**src/verilog/iqofs_pkg.sv**
```systemverilog
// Shared constants, register map and carrier types of the IQ offset register bank.
package iqofs_pkg;

  // Register indices; the byte address is four times the index.
  localparam logic [7:0] IDX_OFS_A     = 8'h08;
  localparam logic [7:0] IDX_PRESET_B  = 8'h09;
  localparam logic [7:0] IDX_OFS_C     = 8'h0A;
  localparam logic [7:0] IDX_OFS_D     = 8'h0B;
  localparam logic [7:0] IDX_GAIN_A    = 8'h0C;
  localparam logic [7:0] IDX_SYNC_CFG  = 8'h1E;
  localparam logic [7:0] IDX_STATUS    = 8'h1F;

  // Bus geometry.
  localparam int ADDR_W = 10;
  localparam int IDX_W  = 8;

  // Field widths and positions.
  localparam int OFS_W      = 13;
  localparam int OFS_LSB    = 0;
  localparam int GAIN_W     = 11;
  localparam int GAIN_LSB   = 0;
  localparam int PTR_W      = 3;
  localparam int PRESET_LSB = 13;
  localparam int SYNC_EN_BIT = 0;
  localparam int STAT_PTR_LSB = 0;
  localparam int STAT_CNT_LSB = 8;
  localparam int CNT_W        = 8;

  // Writable bit masks; reserved bits are never stored and read as zero.
  localparam logic [15:0] MASK_OFS      = 16'h1FFF;
  localparam logic [15:0] MASK_PRESET_B = 16'hFFFF;
  localparam logic [15:0] MASK_GAIN     = 16'h07FF;
  localparam logic [15:0] MASK_SYNC_CFG = 16'h0001;

  // Reset values.
  localparam logic [15:0] RST_OFS      = 16'h0000;
  localparam logic [15:0] RST_PRESET_B = 16'h8000;
  localparam logic [15:0] RST_GAIN_A   = 16'h0400;
  localparam logic [15:0] RST_SYNC_CFG = 16'h0001;

  // Bus responses.
  localparam logic [1:0] RESP_OKAY   = 2'h0;
  localparam logic [1:0] RESP_SLVERR = 2'h2;

  // Write channel states, Gray coded along the path.
  typedef enum logic [1:0] {
    WR_IDLE   = 2'h0,
    WR_COMMIT = 2'h1,
    WR_RESP   = 2'h3
  } iqofs_wr_e;

  // One register write, valid for a single cycle.
  typedef struct packed {
    logic             en;
    logic [IDX_W-1:0] idx;
    logic [31:0]      data;
    logic [3:0]       strb;
  } iqofs_wreq_s;

  // Correction words handed to the datapath.
  typedef struct packed {
    logic [OFS_W-1:0]  offA;
    logic [OFS_W-1:0]  offB;
    logic [OFS_W-1:0]  offC;
    logic [OFS_W-1:0]  offD;
    logic [GAIN_W-1:0] gainA;
  } iqofs_corr_s;

endpackage

```
**src/verilog/iqofs_axil_slave.sv**
```systemverilog
// AXI4-Lite slave front end that turns bus transfers into register strobes.
`timescale 1ns/100ps
`default_nettype none
module iqofs_axil_slave
  import iqofs_pkg::*;
(
  input  wire logic              clk_sys,
  input  wire logic              resetn,
  input  wire logic [ADDR_W-1:0] awaddr,
  input  wire logic              awvalid,
  output logic                   awready,
  input  wire logic [31:0]       wdata,
  input  wire logic [3:0]        wstrb,
  input  wire logic              wvalid,
  output logic                   wready,
  output logic [1:0]             bresp,
  output logic                   bvalid,
  input  wire logic              bready,
  input  wire logic [ADDR_W-1:0] araddr,
  input  wire logic              arvalid,
  output logic                   arready,
  output logic [31:0]            rdata,
  output logic [1:0]             rresp,
  output logic                   rvalid,
  input  wire logic              rready,
  output iqofs_wreq_s            wreq,
  input  wire logic              wrHit,
  output logic [IDX_W-1:0]       rdIdx,
  input  wire logic [31:0]       rdData,
  input  wire logic              rdHit
);

  iqofs_wr_e        wrState;
  logic [IDX_W-1:0] awIdx;
  logic [31:0]      wData;
  logic [3:0]       wStrb;
  logic             rPend;

  // Address and data are taken in either order; the write commits once both are held.
  always_ff @(posedge clk_sys or negedge resetn)
  begin
    if (!resetn)
    begin
      wrState <= WR_IDLE;
      awready <= 1'b1;
      wready  <= 1'b1;
      awIdx   <= '0;
      wData   <= '0;
      wStrb   <= '0;
      bvalid  <= 1'b0;
      bresp   <= RESP_OKAY;
    end
    else
    begin
      case (wrState)
        WR_IDLE:
        begin
          if (awvalid && awready)
          begin
            awIdx   <= awaddr[ADDR_W-1:2];
            awready <= 1'b0;
          end
          if (wvalid && wready)
          begin
            wData  <= wdata;
            wStrb  <= wstrb;
            wready <= 1'b0;
          end
          if ((!awready || awvalid) && (!wready || wvalid))
            wrState <= WR_COMMIT;
        end
        WR_COMMIT:
        begin
          bvalid  <= 1'b1;
          bresp   <= wrHit ? RESP_OKAY : RESP_SLVERR;
          wrState <= WR_RESP;
        end
        WR_RESP:
        begin
          if (bready)
          begin
            bvalid  <= 1'b0;
            awready <= 1'b1;
            wready  <= 1'b1;
            wrState <= WR_IDLE;
          end
        end
        default:
          wrState <= WR_IDLE;
      endcase
    end
  end

  // The register strobe lasts exactly the commit cycle.
  assign wreq.en   = (wrState == WR_COMMIT);
  assign wreq.idx  = awIdx;
  assign wreq.data = wData;
  assign wreq.strb = wStrb;

  // Reads: address taken, data sampled one cycle later, held until rready.
  always_ff @(posedge clk_sys or negedge resetn)
  begin
    if (!resetn)
    begin
      arready <= 1'b1;
      rdIdx   <= '0;
      rPend   <= 1'b0;
      rvalid  <= 1'b0;
      rdata   <= '0;
      rresp   <= RESP_OKAY;
    end
    else if (arvalid && arready)
    begin
      rdIdx   <= araddr[ADDR_W-1:2];
      arready <= 1'b0;
      rPend   <= 1'b1;
    end
    else if (rPend)
    begin
      rdata  <= rdHit ? rdData : 32'h0000_0000;
      rresp  <= rdHit ? RESP_OKAY : RESP_SLVERR;
      rvalid <= 1'b1;
      rPend  <= 1'b0;
    end
    else if (rvalid && rready)
    begin
      rvalid  <= 1'b0;
      arready <= 1'b1;
    end
  end

endmodule
`default_nettype wire

```
**src/verilog/iqofs_offset_pair.sv**
```systemverilog
// Applied offset pair that changes only on its auto-sync load strobe.
`timescale 1ns/100ps
`default_nettype none
module iqofs_offset_pair
  import iqofs_pkg::*;
(
  input  wire logic             clk_sys,
  input  wire logic             resetn,
  input  wire logic             load,
  input  wire logic [OFS_W-1:0] firstIn,
  input  wire logic [OFS_W-1:0] secondIn,
  output logic      [OFS_W-1:0] firstOut,
  output logic      [OFS_W-1:0] secondOut
);

  // Both words move in the same edge so the pair never shows a mixed state.
  always_ff @(posedge clk_sys or negedge resetn)
  begin
    if (!resetn)
    begin
      firstOut  <= RST_OFS[OFS_W-1:0];
      secondOut <= RST_OFS[OFS_W-1:0];
    end
    else if (load)
    begin
      firstOut  <= firstIn;
      secondOut <= secondIn;
    end
  end

endmodule
`default_nettype wire

```
**src/verilog/iqofs_regs.sv**
```systemverilog
// Register bank for IQ offset and gain correction and the FIFO read-pointer preset.
//
// What this block does
// [RULE_01] FIFO sync loads preset into read pointer.
// [RULE_02] Preset resets to 100; register resets 0x8000.
// [RULE_03] B, C, D offsets: 13 bits, reset zero.
// [RULE_04] Enabled channel-C offset write fires auto-sync.
// [RULE_05] Auto-sync applies C and D offsets together.
// [RULE_06] Channel-D write alone changes no applied offset.
// [RULE_07] Software writes D first, C last.
// [RULE_08] Gain A: 11-bit unsigned, point above bit 9.
// [RULE_09] Gain A register resets to 0x0400.
// [RULE_10] Software keeps reserved upper bits at zero.
// [RULE_11] A/B pair likewise; A write fires sync.
`timescale 1ns/100ps
`default_nettype none
module iqofs_regs
  import iqofs_pkg::*;
#(
  parameter int SYNC_STAGES = 2
)
(
  input  wire logic              clk_sys,
  input  wire logic              resetn,
  input  wire logic [ADDR_W-1:0] awaddr,
  input  wire logic              awvalid,
  output logic                   awready,
  input  wire logic [31:0]       wdata,
  input  wire logic [3:0]        wstrb,
  input  wire logic              wvalid,
  output logic                   wready,
  output logic [1:0]             bresp,
  output logic                   bvalid,
  input  wire logic              bready,
  input  wire logic [ADDR_W-1:0] araddr,
  input  wire logic              arvalid,
  output logic                   arready,
  output logic [31:0]            rdata,
  output logic [1:0]             rresp,
  output logic                   rvalid,
  input  wire logic              rready,
  input  wire logic              fifoSyncIn,
  output logic [PTR_W-1:0]       fifoReadPtr,
  output logic                   fifoPtrLoad,
  output logic                   autoSyncPulse,
  output iqofs_corr_s            corr
);

  // The synchroniser needs at least two flops to settle a pin level.
  generate
    if (SYNC_STAGES < 2)
    begin : gBadStages
      $error("SYNC_STAGES must be at least 2.");
    end
  endgenerate

  iqofs_wreq_s            wreq;
  logic                   wrHit;
  logic [IDX_W-1:0]       rdIdx;
  logic [31:0]            rdData;
  logic                   rdHit;
  logic [15:0]            ofsA;
  logic [15:0]            presetB;
  logic [15:0]            ofsC;
  logic [15:0]            ofsD;
  logic [15:0]            gainA;
  logic [15:0]            syncCfg;
  logic [15:0]            next_ofsA;
  logic [15:0]            next_presetB;
  logic [15:0]            next_ofsC;
  logic [15:0]            next_ofsD;
  logic [15:0]            next_gainA;
  logic [15:0]            next_syncCfg;
  logic                   syncEn;
  logic                   abSync;
  logic                   cdSync;
  logic [SYNC_STAGES-1:0] syncChain;
  logic                   syncPrev;
  logic                   fifoSyncEvent;
  logic [CNT_W-1:0]       autoSyncCount;
  logic [OFS_W-1:0]       appA;
  logic [OFS_W-1:0]       appB;
  logic [OFS_W-1:0]       appC;
  logic [OFS_W-1:0]       appD;

  // Merge the low two byte lanes of a write into a register, keeping only writable bits.
  // Lanes 2 and 3 carry no register bits, so their strobes are ignored.
  function automatic logic [15:0] merge16(input logic [15:0] old,
                                          input logic [31:0] data,
                                          input logic [3:0]  strb,
                                          input logic [15:0] mask);
    logic [15:0] res;
    res = old;
    if (strb[0])
      res[7:0] = data[7:0];
    if (strb[1])
      res[15:8] = data[15:8];
    return res & mask;
  endfunction

  iqofs_axil_slave uBus (
    .clk_sys (clk_sys),
    .resetn  (resetn),
    .awaddr  (awaddr),
    .awvalid (awvalid),
    .awready (awready),
    .wdata   (wdata),
    .wstrb   (wstrb),
    .wvalid  (wvalid),
    .wready  (wready),
    .bresp   (bresp),
    .bvalid  (bvalid),
    .bready  (bready),
    .araddr  (araddr),
    .arvalid (arvalid),
    .arready (arready),
    .rdata   (rdata),
    .rresp   (rresp),
    .rvalid  (rvalid),
    .rready  (rready),
    .wreq    (wreq),
    .wrHit   (wrHit),
    .rdIdx   (rdIdx),
    .rdData  (rdData),
    .rdHit   (rdHit)
  );

  // Write decode; the status register is read only and refuses writes.
  // A refused write still answers, with an error response and no side effect.
  always_comb
  begin
    if (wreq.idx == IDX_OFS_A)
      wrHit = 1'b1;
    else if (wreq.idx == IDX_PRESET_B)
      wrHit = 1'b1;
    else if (wreq.idx == IDX_OFS_C)
      wrHit = 1'b1;
    else if (wreq.idx == IDX_OFS_D)
      wrHit = 1'b1;
    else if (wreq.idx == IDX_GAIN_A)
      wrHit = 1'b1;
    else if (wreq.idx == IDX_SYNC_CFG)
      wrHit = 1'b1;
    else
      wrHit = 1'b0;
  end

  // Candidate register values for the write in flight.
  assign next_ofsA    = merge16(ofsA, wreq.data, wreq.strb, MASK_OFS);
  assign next_presetB = merge16(presetB, wreq.data, wreq.strb, MASK_PRESET_B);
  assign next_ofsC    = merge16(ofsC, wreq.data, wreq.strb, MASK_OFS);
  assign next_ofsD    = merge16(ofsD, wreq.data, wreq.strb, MASK_OFS);
  assign next_gainA   = merge16(gainA, wreq.data, wreq.strb, MASK_GAIN);
  assign next_syncCfg = merge16(syncCfg, wreq.data, wreq.strb, MASK_SYNC_CFG);

  // Stored register words; reserved bits are masked off on every write.
  // Masking keeps factory bits at zero even when software writes ones there.
  always_ff @(posedge clk_sys or negedge resetn)
  begin
    if (!resetn)
    begin
      ofsA    <= RST_OFS; // RULE_03
      presetB <= RST_PRESET_B; // RULE_02
      ofsC    <= RST_OFS; // RULE_03
      ofsD    <= RST_OFS; // RULE_03
      gainA   <= RST_GAIN_A; // RULE_09
      syncCfg <= RST_SYNC_CFG;
    end
    else if (wreq.en)
    begin
      if (wreq.idx == IDX_OFS_A)
        ofsA <= next_ofsA;
      else if (wreq.idx == IDX_PRESET_B)
        presetB <= next_presetB;
      else if (wreq.idx == IDX_OFS_C)
        ofsC <= next_ofsC;
      else if (wreq.idx == IDX_OFS_D)
        ofsD <= next_ofsD; // RULE_06
      else if (wreq.idx == IDX_GAIN_A)
        gainA <= next_gainA; // RULE_08
      else if (wreq.idx == IDX_SYNC_CFG)
        syncCfg <= next_syncCfg;
    end
  end

  // Any write to the last register of a pair fires that pair's auto-sync when enabled.
  // The trigger ignores the byte strobes, so an empty write re-applies the stored pair.
  // Writing the partner register first keeps the datapath from seeing half an update.
  assign syncEn = syncCfg[SYNC_EN_BIT];
  assign abSync = wreq.en && (wreq.idx == IDX_OFS_A) && syncEn; // RULE_11
  assign cdSync = wreq.en && (wreq.idx == IDX_OFS_C) && syncEn; // RULE_04

  // A/B pair: the freshly written A word goes in with the stored B word.
  // B shares its register with the preset, so only bits 12:0 reach the pair.
  iqofs_offset_pair uPairAb (
    .clk_sys   (clk_sys),
    .resetn    (resetn),
    .load      (abSync),
    .firstIn   (next_ofsA[OFS_LSB +: OFS_W]),
    .secondIn  (presetB[OFS_LSB +: OFS_W]),
    .firstOut  (appA),
    .secondOut (appB)
  );

  // C/D pair: the D word written earlier only reaches the datapath here.
  iqofs_offset_pair uPairCd (
    .clk_sys   (clk_sys),
    .resetn    (resetn),
    .load      (cdSync), // RULE_05
    .firstIn   (next_ofsC[OFS_LSB +: OFS_W]),
    .secondIn  (ofsD[OFS_LSB +: OFS_W]), // RULE_06
    .firstOut  (appC),
    .secondOut (appD)
  );

  // Correction words; the gain is applied as soon as it is written.
  // The gain has no partner word, so it needs no sync to stay consistent.
  assign corr.offA  = appA;
  assign corr.offB  = appB;
  assign corr.offC  = appC;
  assign corr.offD  = appD;
  assign corr.gainA = gainA[GAIN_LSB +: GAIN_W]; // RULE_08

  // Pin synchroniser; only the settled stages feed the edge detector.
  // A pin still high at reset release yields one sync event two edges later.
  // The edge detector starts low, matching the idle level of the pin.
  always_ff @(posedge clk_sys or negedge resetn)
  begin
    if (!resetn)
    begin
      syncChain <= '0;
      syncPrev  <= 1'b0;
    end
    else
    begin
      syncChain <= {syncChain[SYNC_STAGES-2:0], fifoSyncIn};
      syncPrev  <= syncChain[SYNC_STAGES-1];
    end
  end

  assign fifoSyncEvent = syncChain[SYNC_STAGES-1] && !syncPrev;

  // A FIFO sync loads the preset, setting the initial write-to-read spacing.
  always_ff @(posedge clk_sys or negedge resetn)
  begin
    if (!resetn)
    begin
      fifoReadPtr <= RST_PRESET_B[PRESET_LSB +: PTR_W]; // RULE_02
      fifoPtrLoad <= 1'b0;
    end
    else
    begin
      fifoPtrLoad <= fifoSyncEvent;
      if (fifoSyncEvent)
        fifoReadPtr <= presetB[PRESET_LSB +: PTR_W]; // RULE_01
    end
  end

  // Auto-sync pulse and a wrapping count of auto-syncs for software to watch.
  // The count wraps to zero on the 256th event; software compares two reads modulo 256.
  always_ff @(posedge clk_sys or negedge resetn)
  begin
    if (!resetn)
    begin
      autoSyncPulse <= 1'b0;
      autoSyncCount <= '0;
    end
    else
    begin
      autoSyncPulse <= abSync || cdSync;
      if (abSync || cdSync)
        autoSyncCount <= autoSyncCount + 1'b1;
    end
  end

  // Read decode; narrow registers sit in the low bits, the rest reads zero.
  // Unmapped indices answer with an error response and zero data.
  always_comb
  begin
    rdData = 32'h0000_0000;
    rdHit  = 1'b1;
    if (rdIdx == IDX_OFS_A)
      rdData[15:0] = ofsA;
    else if (rdIdx == IDX_PRESET_B)
      rdData[15:0] = presetB;
    else if (rdIdx == IDX_OFS_C)
      rdData[15:0] = ofsC;
    else if (rdIdx == IDX_OFS_D)
      rdData[15:0] = ofsD;
    else if (rdIdx == IDX_GAIN_A)
      rdData[15:0] = gainA;
    else if (rdIdx == IDX_SYNC_CFG)
      rdData[15:0] = syncCfg;
    else if (rdIdx == IDX_STATUS)
    begin
      rdData[STAT_PTR_LSB +: PTR_W] = fifoReadPtr;
      rdData[STAT_CNT_LSB +: CNT_W] = autoSyncCount;
    end
    else
      rdHit = 1'b0;
  end

endmodule
`default_nettype wire
```
**config.mk**
```make
export PLATFORM = sky130hd
export DESIGN_NAME = iqofs_regs
export DESIGN_NICKNAME = d
export VERILOG_FILES = /design/src/verilog/iqofs_pkg.sv /design/src/verilog/iqofs_axil_slave.sv /design/src/verilog/iqofs_offset_pair.sv /design/src/verilog/iqofs_regs.sv
export SDC_FILE = /design/constraint.sdc
export NUM_CORES = 1
export LEC_CHECK = 0
export BUFFER_PORTS_ARGS = -buffer_cell sky130_fd_sc_hd__buf_2
export CORE_MARGIN = 3
export CORE_UTILIZATION = 35
export DETAILED_ROUTE_END_ITERATION = 10
export PLACE_DENSITY = 0.52
export SKIP_LAST_GASP = 1
export SLEW_MARGIN = 0
export SYNTH_ARGS = -nofsm -noshare
export SYNTH_HDL_FRONTEND = slang
export SYNTH_SLANG_ARGS = --single-unit
```
**constraint.sdc**
```tcl
create_clock -name clk_sys -period 6.3 [get_ports clk_sys]
set_clock_uncertainty 0.05 [all_clocks]
set_input_delay 0.945 -clock clk_sys [delete_from_list [all_inputs] [get_ports clk_sys]]
set_output_delay 0.945 -clock clk_sys [all_outputs]
set_load 0.05 [all_outputs]
```
After elaboration in Yosys (flattened, before gate mapping)
Cells that the tools add are included.
W data, S select, Z words.

cells by class
  add/subtract/negate cells = 1
  equal/unequal tests = 20
  multiplexer cells = 45
  bitwise gates (word level) = 6
  reduce and logical (&&, ||, !) cells = 39

operators with widths
  kind                   number
  $mux W16               6
  $eq A8 B4 Y1 const B   10
  $mux W8                4
  $eq A8 B5 Y1 const B   3
  $mux W1                23
  $reduce_and A2 Y1      8
  $reduce_and A7 Y1      2
  $reduce_and A4 Y1      3
  $reduce_and A6 Y1      2
  $logic_and A1 B1 Y1    10
  $mux W5                2
  $add A8 B1 Y8 const B  1
  $mux W2                4
  $reduce_and A8 Y1      1
  $reduce_bool A2 Y1     4
  $mux W3                2
  $ne A2 B1 Y1 const B   3
  $not A1 Y1             6
  $pmux W1 S2            3
  $pmux W2 S3            1
  $reduce_and A3 Y1      2
  $ne A2 B2 Y1 const B   2
  $logic_not A1 Y1       3
  $logic_or A1 B1 Y1     3
  other kinds (3)        3

storage, ports and cells
  register bits after elaboration = 213
  bits of input ports = 64
  logic and storage cells = 144

Logic depth before layout (Yosys ltp)
  word-level depth = 9
  mapped depth = 7
  gate-level depth less buffers = 5

By module
Synthesis repeated with hierarchy kept, for this count alone.

unflattened totals
  cell total of the unflattened synthesis = 784
  area total of the unflattened synthesis = 10326.2 µm²

modules (own cells, without submodules)
  module             times used  cells each  area an instance (µm²)  seq. area each (µm²)
  iqofs_regs         1           388         4232.8                  2082.0
  iqofs_axil_slave   1           286         3953.8                  2356.0
  iqofs_offset_pair  2           55          1069.8                  650.6

Worst setup path after synthesis
OpenSTA, ideal clock, no wires.

  kind = in2reg
  from = input port wvalid
  to = register uBus.wData[10]
  data arrival time = 2.038 ns
  slack = 4.087 ns
  stages on the path = 4
  buffers on the path = 1
  cell sequence = nand2b_1 nor3_2 buf_2 mux2_2

between the ends
  cells in the longest elaborated chain, start to end = 2

RTL lines
  what                                RTL line                source
  start: declaration                  iqofs_regs.sv:30        input wire logic wvalid,
  $logic_and A1 B1 Y1                 iqofs_axil_slave.sv:63  if (wvalid && wready)
  $reduce_and A2 Y1 (no source line)  --
  end signal: assignment              iqofs_axil_slave.sv:65  wData <= wdata;
  end: declaration                    iqofs_axil_slave.sv:35  logic [31:0] wData;

Every way passes these cells.
A chain may end at the register's enable or synchronous reset.

Worst setup path after layout
  from = register uBus.awIdx[5]
  to = register gainA[6]

between the ends
  cells in the longest elaborated chain, start to end = 3
  elaborated cells between the ends (all ways) = 10

RTL lines
  what                                    RTL line                source
  start: declaration                      iqofs_axil_slave.sv:34  logic [IDX_W-1:0] awIdx;
  start signal: assignment                iqofs_axil_slave.sv:60  awIdx <= awaddr[ADDR_W-1:2];
  $eq A8 B4 Y1, on equally long branches  --
  $not A1 Y1 (no source line)             --
  $reduce_and A7 Y1 (no source line) *    --
  end signal: assignment                  iqofs_regs.sv:180       gainA <= next_gainA;
  end: declaration                        iqofs_regs.sv:66        logic [15:0] gainA;

Mark *: on every way between the ends. The rest lies on a longest branch, timed or not.

==> impl_metrics.tcl <==
set metrics [dict create \
    synth_seq_cells 195 \
    via_count 5924 \
    grt_pass1_wl_mm 35.8 \
    setup.worst_path.start_class "flip-flop" \
    drive_gt1_share_pct 41.9 \
    ir_drop_mv 0.197 \
    worstSetupPathType "reg -> reg" \
    crit_slowest_cell "nand4bb_1" \
    post-place-ws_ns 3.52 \
    cts-resized-gates 0 \
    timing.setup.tns_ns 0 \
    setup-violations-final 0 \
    rsz0062_at_grt "no" \
    area_delta_synth_final_pct 17.3 \
    max_freq_ghz 0.361 \
    overflow 0 \
    dr.pass1.iters 4 \
    yosysWarnings 0 \
    rows 57 \
    relSlewSlack_pct 26.3 \
    cts_root_buf "clkbuf_16" \
    cp.arrival_ns 3.03 \
    antenna_left 0 \
    synth_area_mm2 0.00886 \
    utilization_pct 42.2 \
    p_leak_nw 5.16 \
    grt_pass1_vias 6015 \
    wl_per_cell_um 19.7 \
    slew_violations 0 \
    fin_nets 899 \
    clk_latency_ns 0.44 \
    h-tree-depth 4 \
    core-area_mm2 0.0246 \
    die_w_um 165 \
    clkTransAtPathRegs_ns 0.07 \
    io_buffers 132 \
    hold_viol_final 0 \
    cts_sinks 195 \
    cts_max_path_buffers 2 \
    period_needed_ns 2.77 \
    place_congestion 0.819 \
    tritoncts "built" \
    io-pin-count 173 \
    die_h_um 165 \
    synthArstFlopShare_pct 100 \
    cp_cell_sequence "or4b_4, nor3b_4, nand4bb_1, mux2_4" \
    avgSynthCellArea_um2 12.4 \
    cts_buffers 17 \
    ys.flop_type "dfrtp_1" \
    antenna_found_initial 0 \
    diodes 0 \
    grt_util_all_layers_pct 17.5 \
    drc 0 \
    cp.required_ns 6.57 \
    wirelength_mm 23.1 \
    worstMarginPinSlew_ns 1.10 \
    drt-initial-drc-count 356 \
    max-cap-violations 0 \
    setup_ws_ns 3.53 \
    status "finished clean" \
    cts_setup_buffers 0 \
    cts_hold_buf 0 \
    yosys.cell_types.count 61 \
    synth-edff-count 0 \
    start_util_pct 36.0 \
    grt_max_degree 84 \
    total_power_mw 4.08 \
    powerDensity_mw_per_mm2 392 \
    critPathCaptureType "flip-flop" \
    synth_cells 712 \
    fin_crit_sh_pct 43.9 \
    critPathTopFamily "simple AND/OR/NAND/NOR gates" \
    dp_hpwl_mm 16.2 \
    cp_num_buf_inv 0 \
    seq_area_frac_synth_pct 55.2 \
    die_area_mm2 0.0273 \
    vias_per_cell 5.06 \
    min_path_type "reg -> reg" \
    slowest_delay_ns 0.76 \
    path_max_fanout 8 \
]
## worst register-to-register path, delay by kind of cell (launching register included)
family | cells | cell delay [ns]
flops | 1 | 0.42
mux | 1 | 0.58
simple gates | 3 | 1.59
## sequential cells by signal, indices dropped and copies added (netlist names), 2 cells and up
register	flops
autoSyncCount	8
fifoReadPtr	3
gainA	11
ofsA	13
ofsC	13
ofsD	13
presetB	16
syncChain	2
uBus.awIdx	8
uBus.rdIdx	8
uBus.rdata	16
uBus.wData	16
uBus.wStrb	2
uBus.wrState	2
uPairAb.firstOut	13
uPairAb.secondOut	13
uPairCd.firstOut	13
uPairCd.secondOut	13
## cells by family (layout without fill, tap and decap cells)
group | count (synthesis) | after routing | synth area share, %
other cells | 1 | 18 | 0.0423
flops | 195 | 195 | 55.2
fa+ha+maj | 1 | 1 | 0.141
mux | 164 | 164 | 21.1
simple gates | 148 | 148 | 9.42
xor+xnor | 8 | 8 | 0.791
compound gates | 109 | 109 | 8.27
buf+inv | 86 | 204 | 5.03
## synthesized netlist by cell type (6+ instances only)
| cell | count | share of area (%) |
|---|---|---|
| dfrtp_1 | 188 | 53 |
| mux2_2 | 153 | 19 |
| nand2_1 | 50 | 2.1 |
| o21ai_0 | 37 | 2.1 |
| inv_1 | 31 | 1.3 |
| nand2b_1 | 22 | 1.6 |
| clkbuf_1 | 20 | 0.85 |
| buf_4 | 18 | 1.5 |
| nor2_1 | 18 | 0.76 |
| a22oi_1 | 14 | 1.2 |
| nand3_1 | 10 | 0.56 |
| a21oi_1 | 9 | 0.51 |
| nand4_1 | 9 | 0.64 |
| buf_2 | 8 | 0.45 |
| mux2_4 | 8 | 1.4 |
| and3_1 | 7 | 0.49 |
| dfstp_2 | 7 | 2.1 |
| o22ai_1 | 7 | 0.49 |
| buf_6 | 6 | 0.76 |
| o211ai_1 | 6 | 0.51 |
| xnor2_1 | 6 | 0.59 |
## power breakdown
group	switching (mW)	internal [mW]	leakage [nW]
Combinational	0.645	0.423	2.24
Clock	0.507	0.695	0.318
Sequential	0.328	1.48	2.61
Total	1.48	2.60	5.16
## per-stage QoR
stage	hold WS, ns	cells	instance area, um2
2_1_floorplan	0.281	729	8920
4_1_cts	0.301	1171	10400
6_report	0.299	1171	10400
3_3_place_gp	0.284	1139	9750
5_1_grt	0.322	1171	10400
3_5_place_dp	0.285	1139	9750
## layout by cell type, fill, tap and decap left out, types with 3 or more instances in the layout
cell       instances
buf_2            131
o21a_1             3
mux2_2           153
nand2_1           50
and3_1             7
a32o_1             5
mux2_4             8
o211ai_1           6
o22ai_1            7
inv_6              3
o31a_1             4
nand2b_1          22
inv_1             31
o21ai_0           37
nor2b_1            5
dfstp_2            7
o41ai_1            5
nor3_2             4
nand3_1           10
a22oi_1           14
or3_1              4
o2bb2ai_1          4
nor2_1            18
conb_1            18
xnor2_1            6
nand4_1            9
buf_4              8
mux2i_1            3
dfrtp_1          188
clkbuf_8           3
bufinv_16          4
clkbuf_16         17
a21oi_1            9
## cell type report
cell class,instances,area (um2)
clock buffers,19,453
clock inverters,13,195
fillers,2385,14200
inverters,32,120
multi-input cells,448,3600
flip-flops and latches,195,4890
well taps,324,405
repair buffers,140,729
## routing by layer
layer	track usage, %	up-vias	wire, um
met5	0	-	0
met4	3.66	0	194
met3	3.62	23	1160
met2	28.5	144	11200
met1	24.2	2998	10500
li1	-	2759	-
## worst paths after layout
path,from,to,slack [ns],cells past startpoint
min in group asynchronous,resetn,uBus.rdata[7],0.50,1
worst max register to register,uBus.awIdx[5],gainA[6],3.53,4
worst min-delay path,syncChain[0],syncChain[1],0.30,0
worst max-delay path,uBus.awIdx[5],gainA[6],3.53,4
worst min register to register,syncChain[0],syncChain[1],0.30,0
max in group asynchronous,resetn,uBus.rvalid,4.49,2
Power figures use the tool's default switching activity.
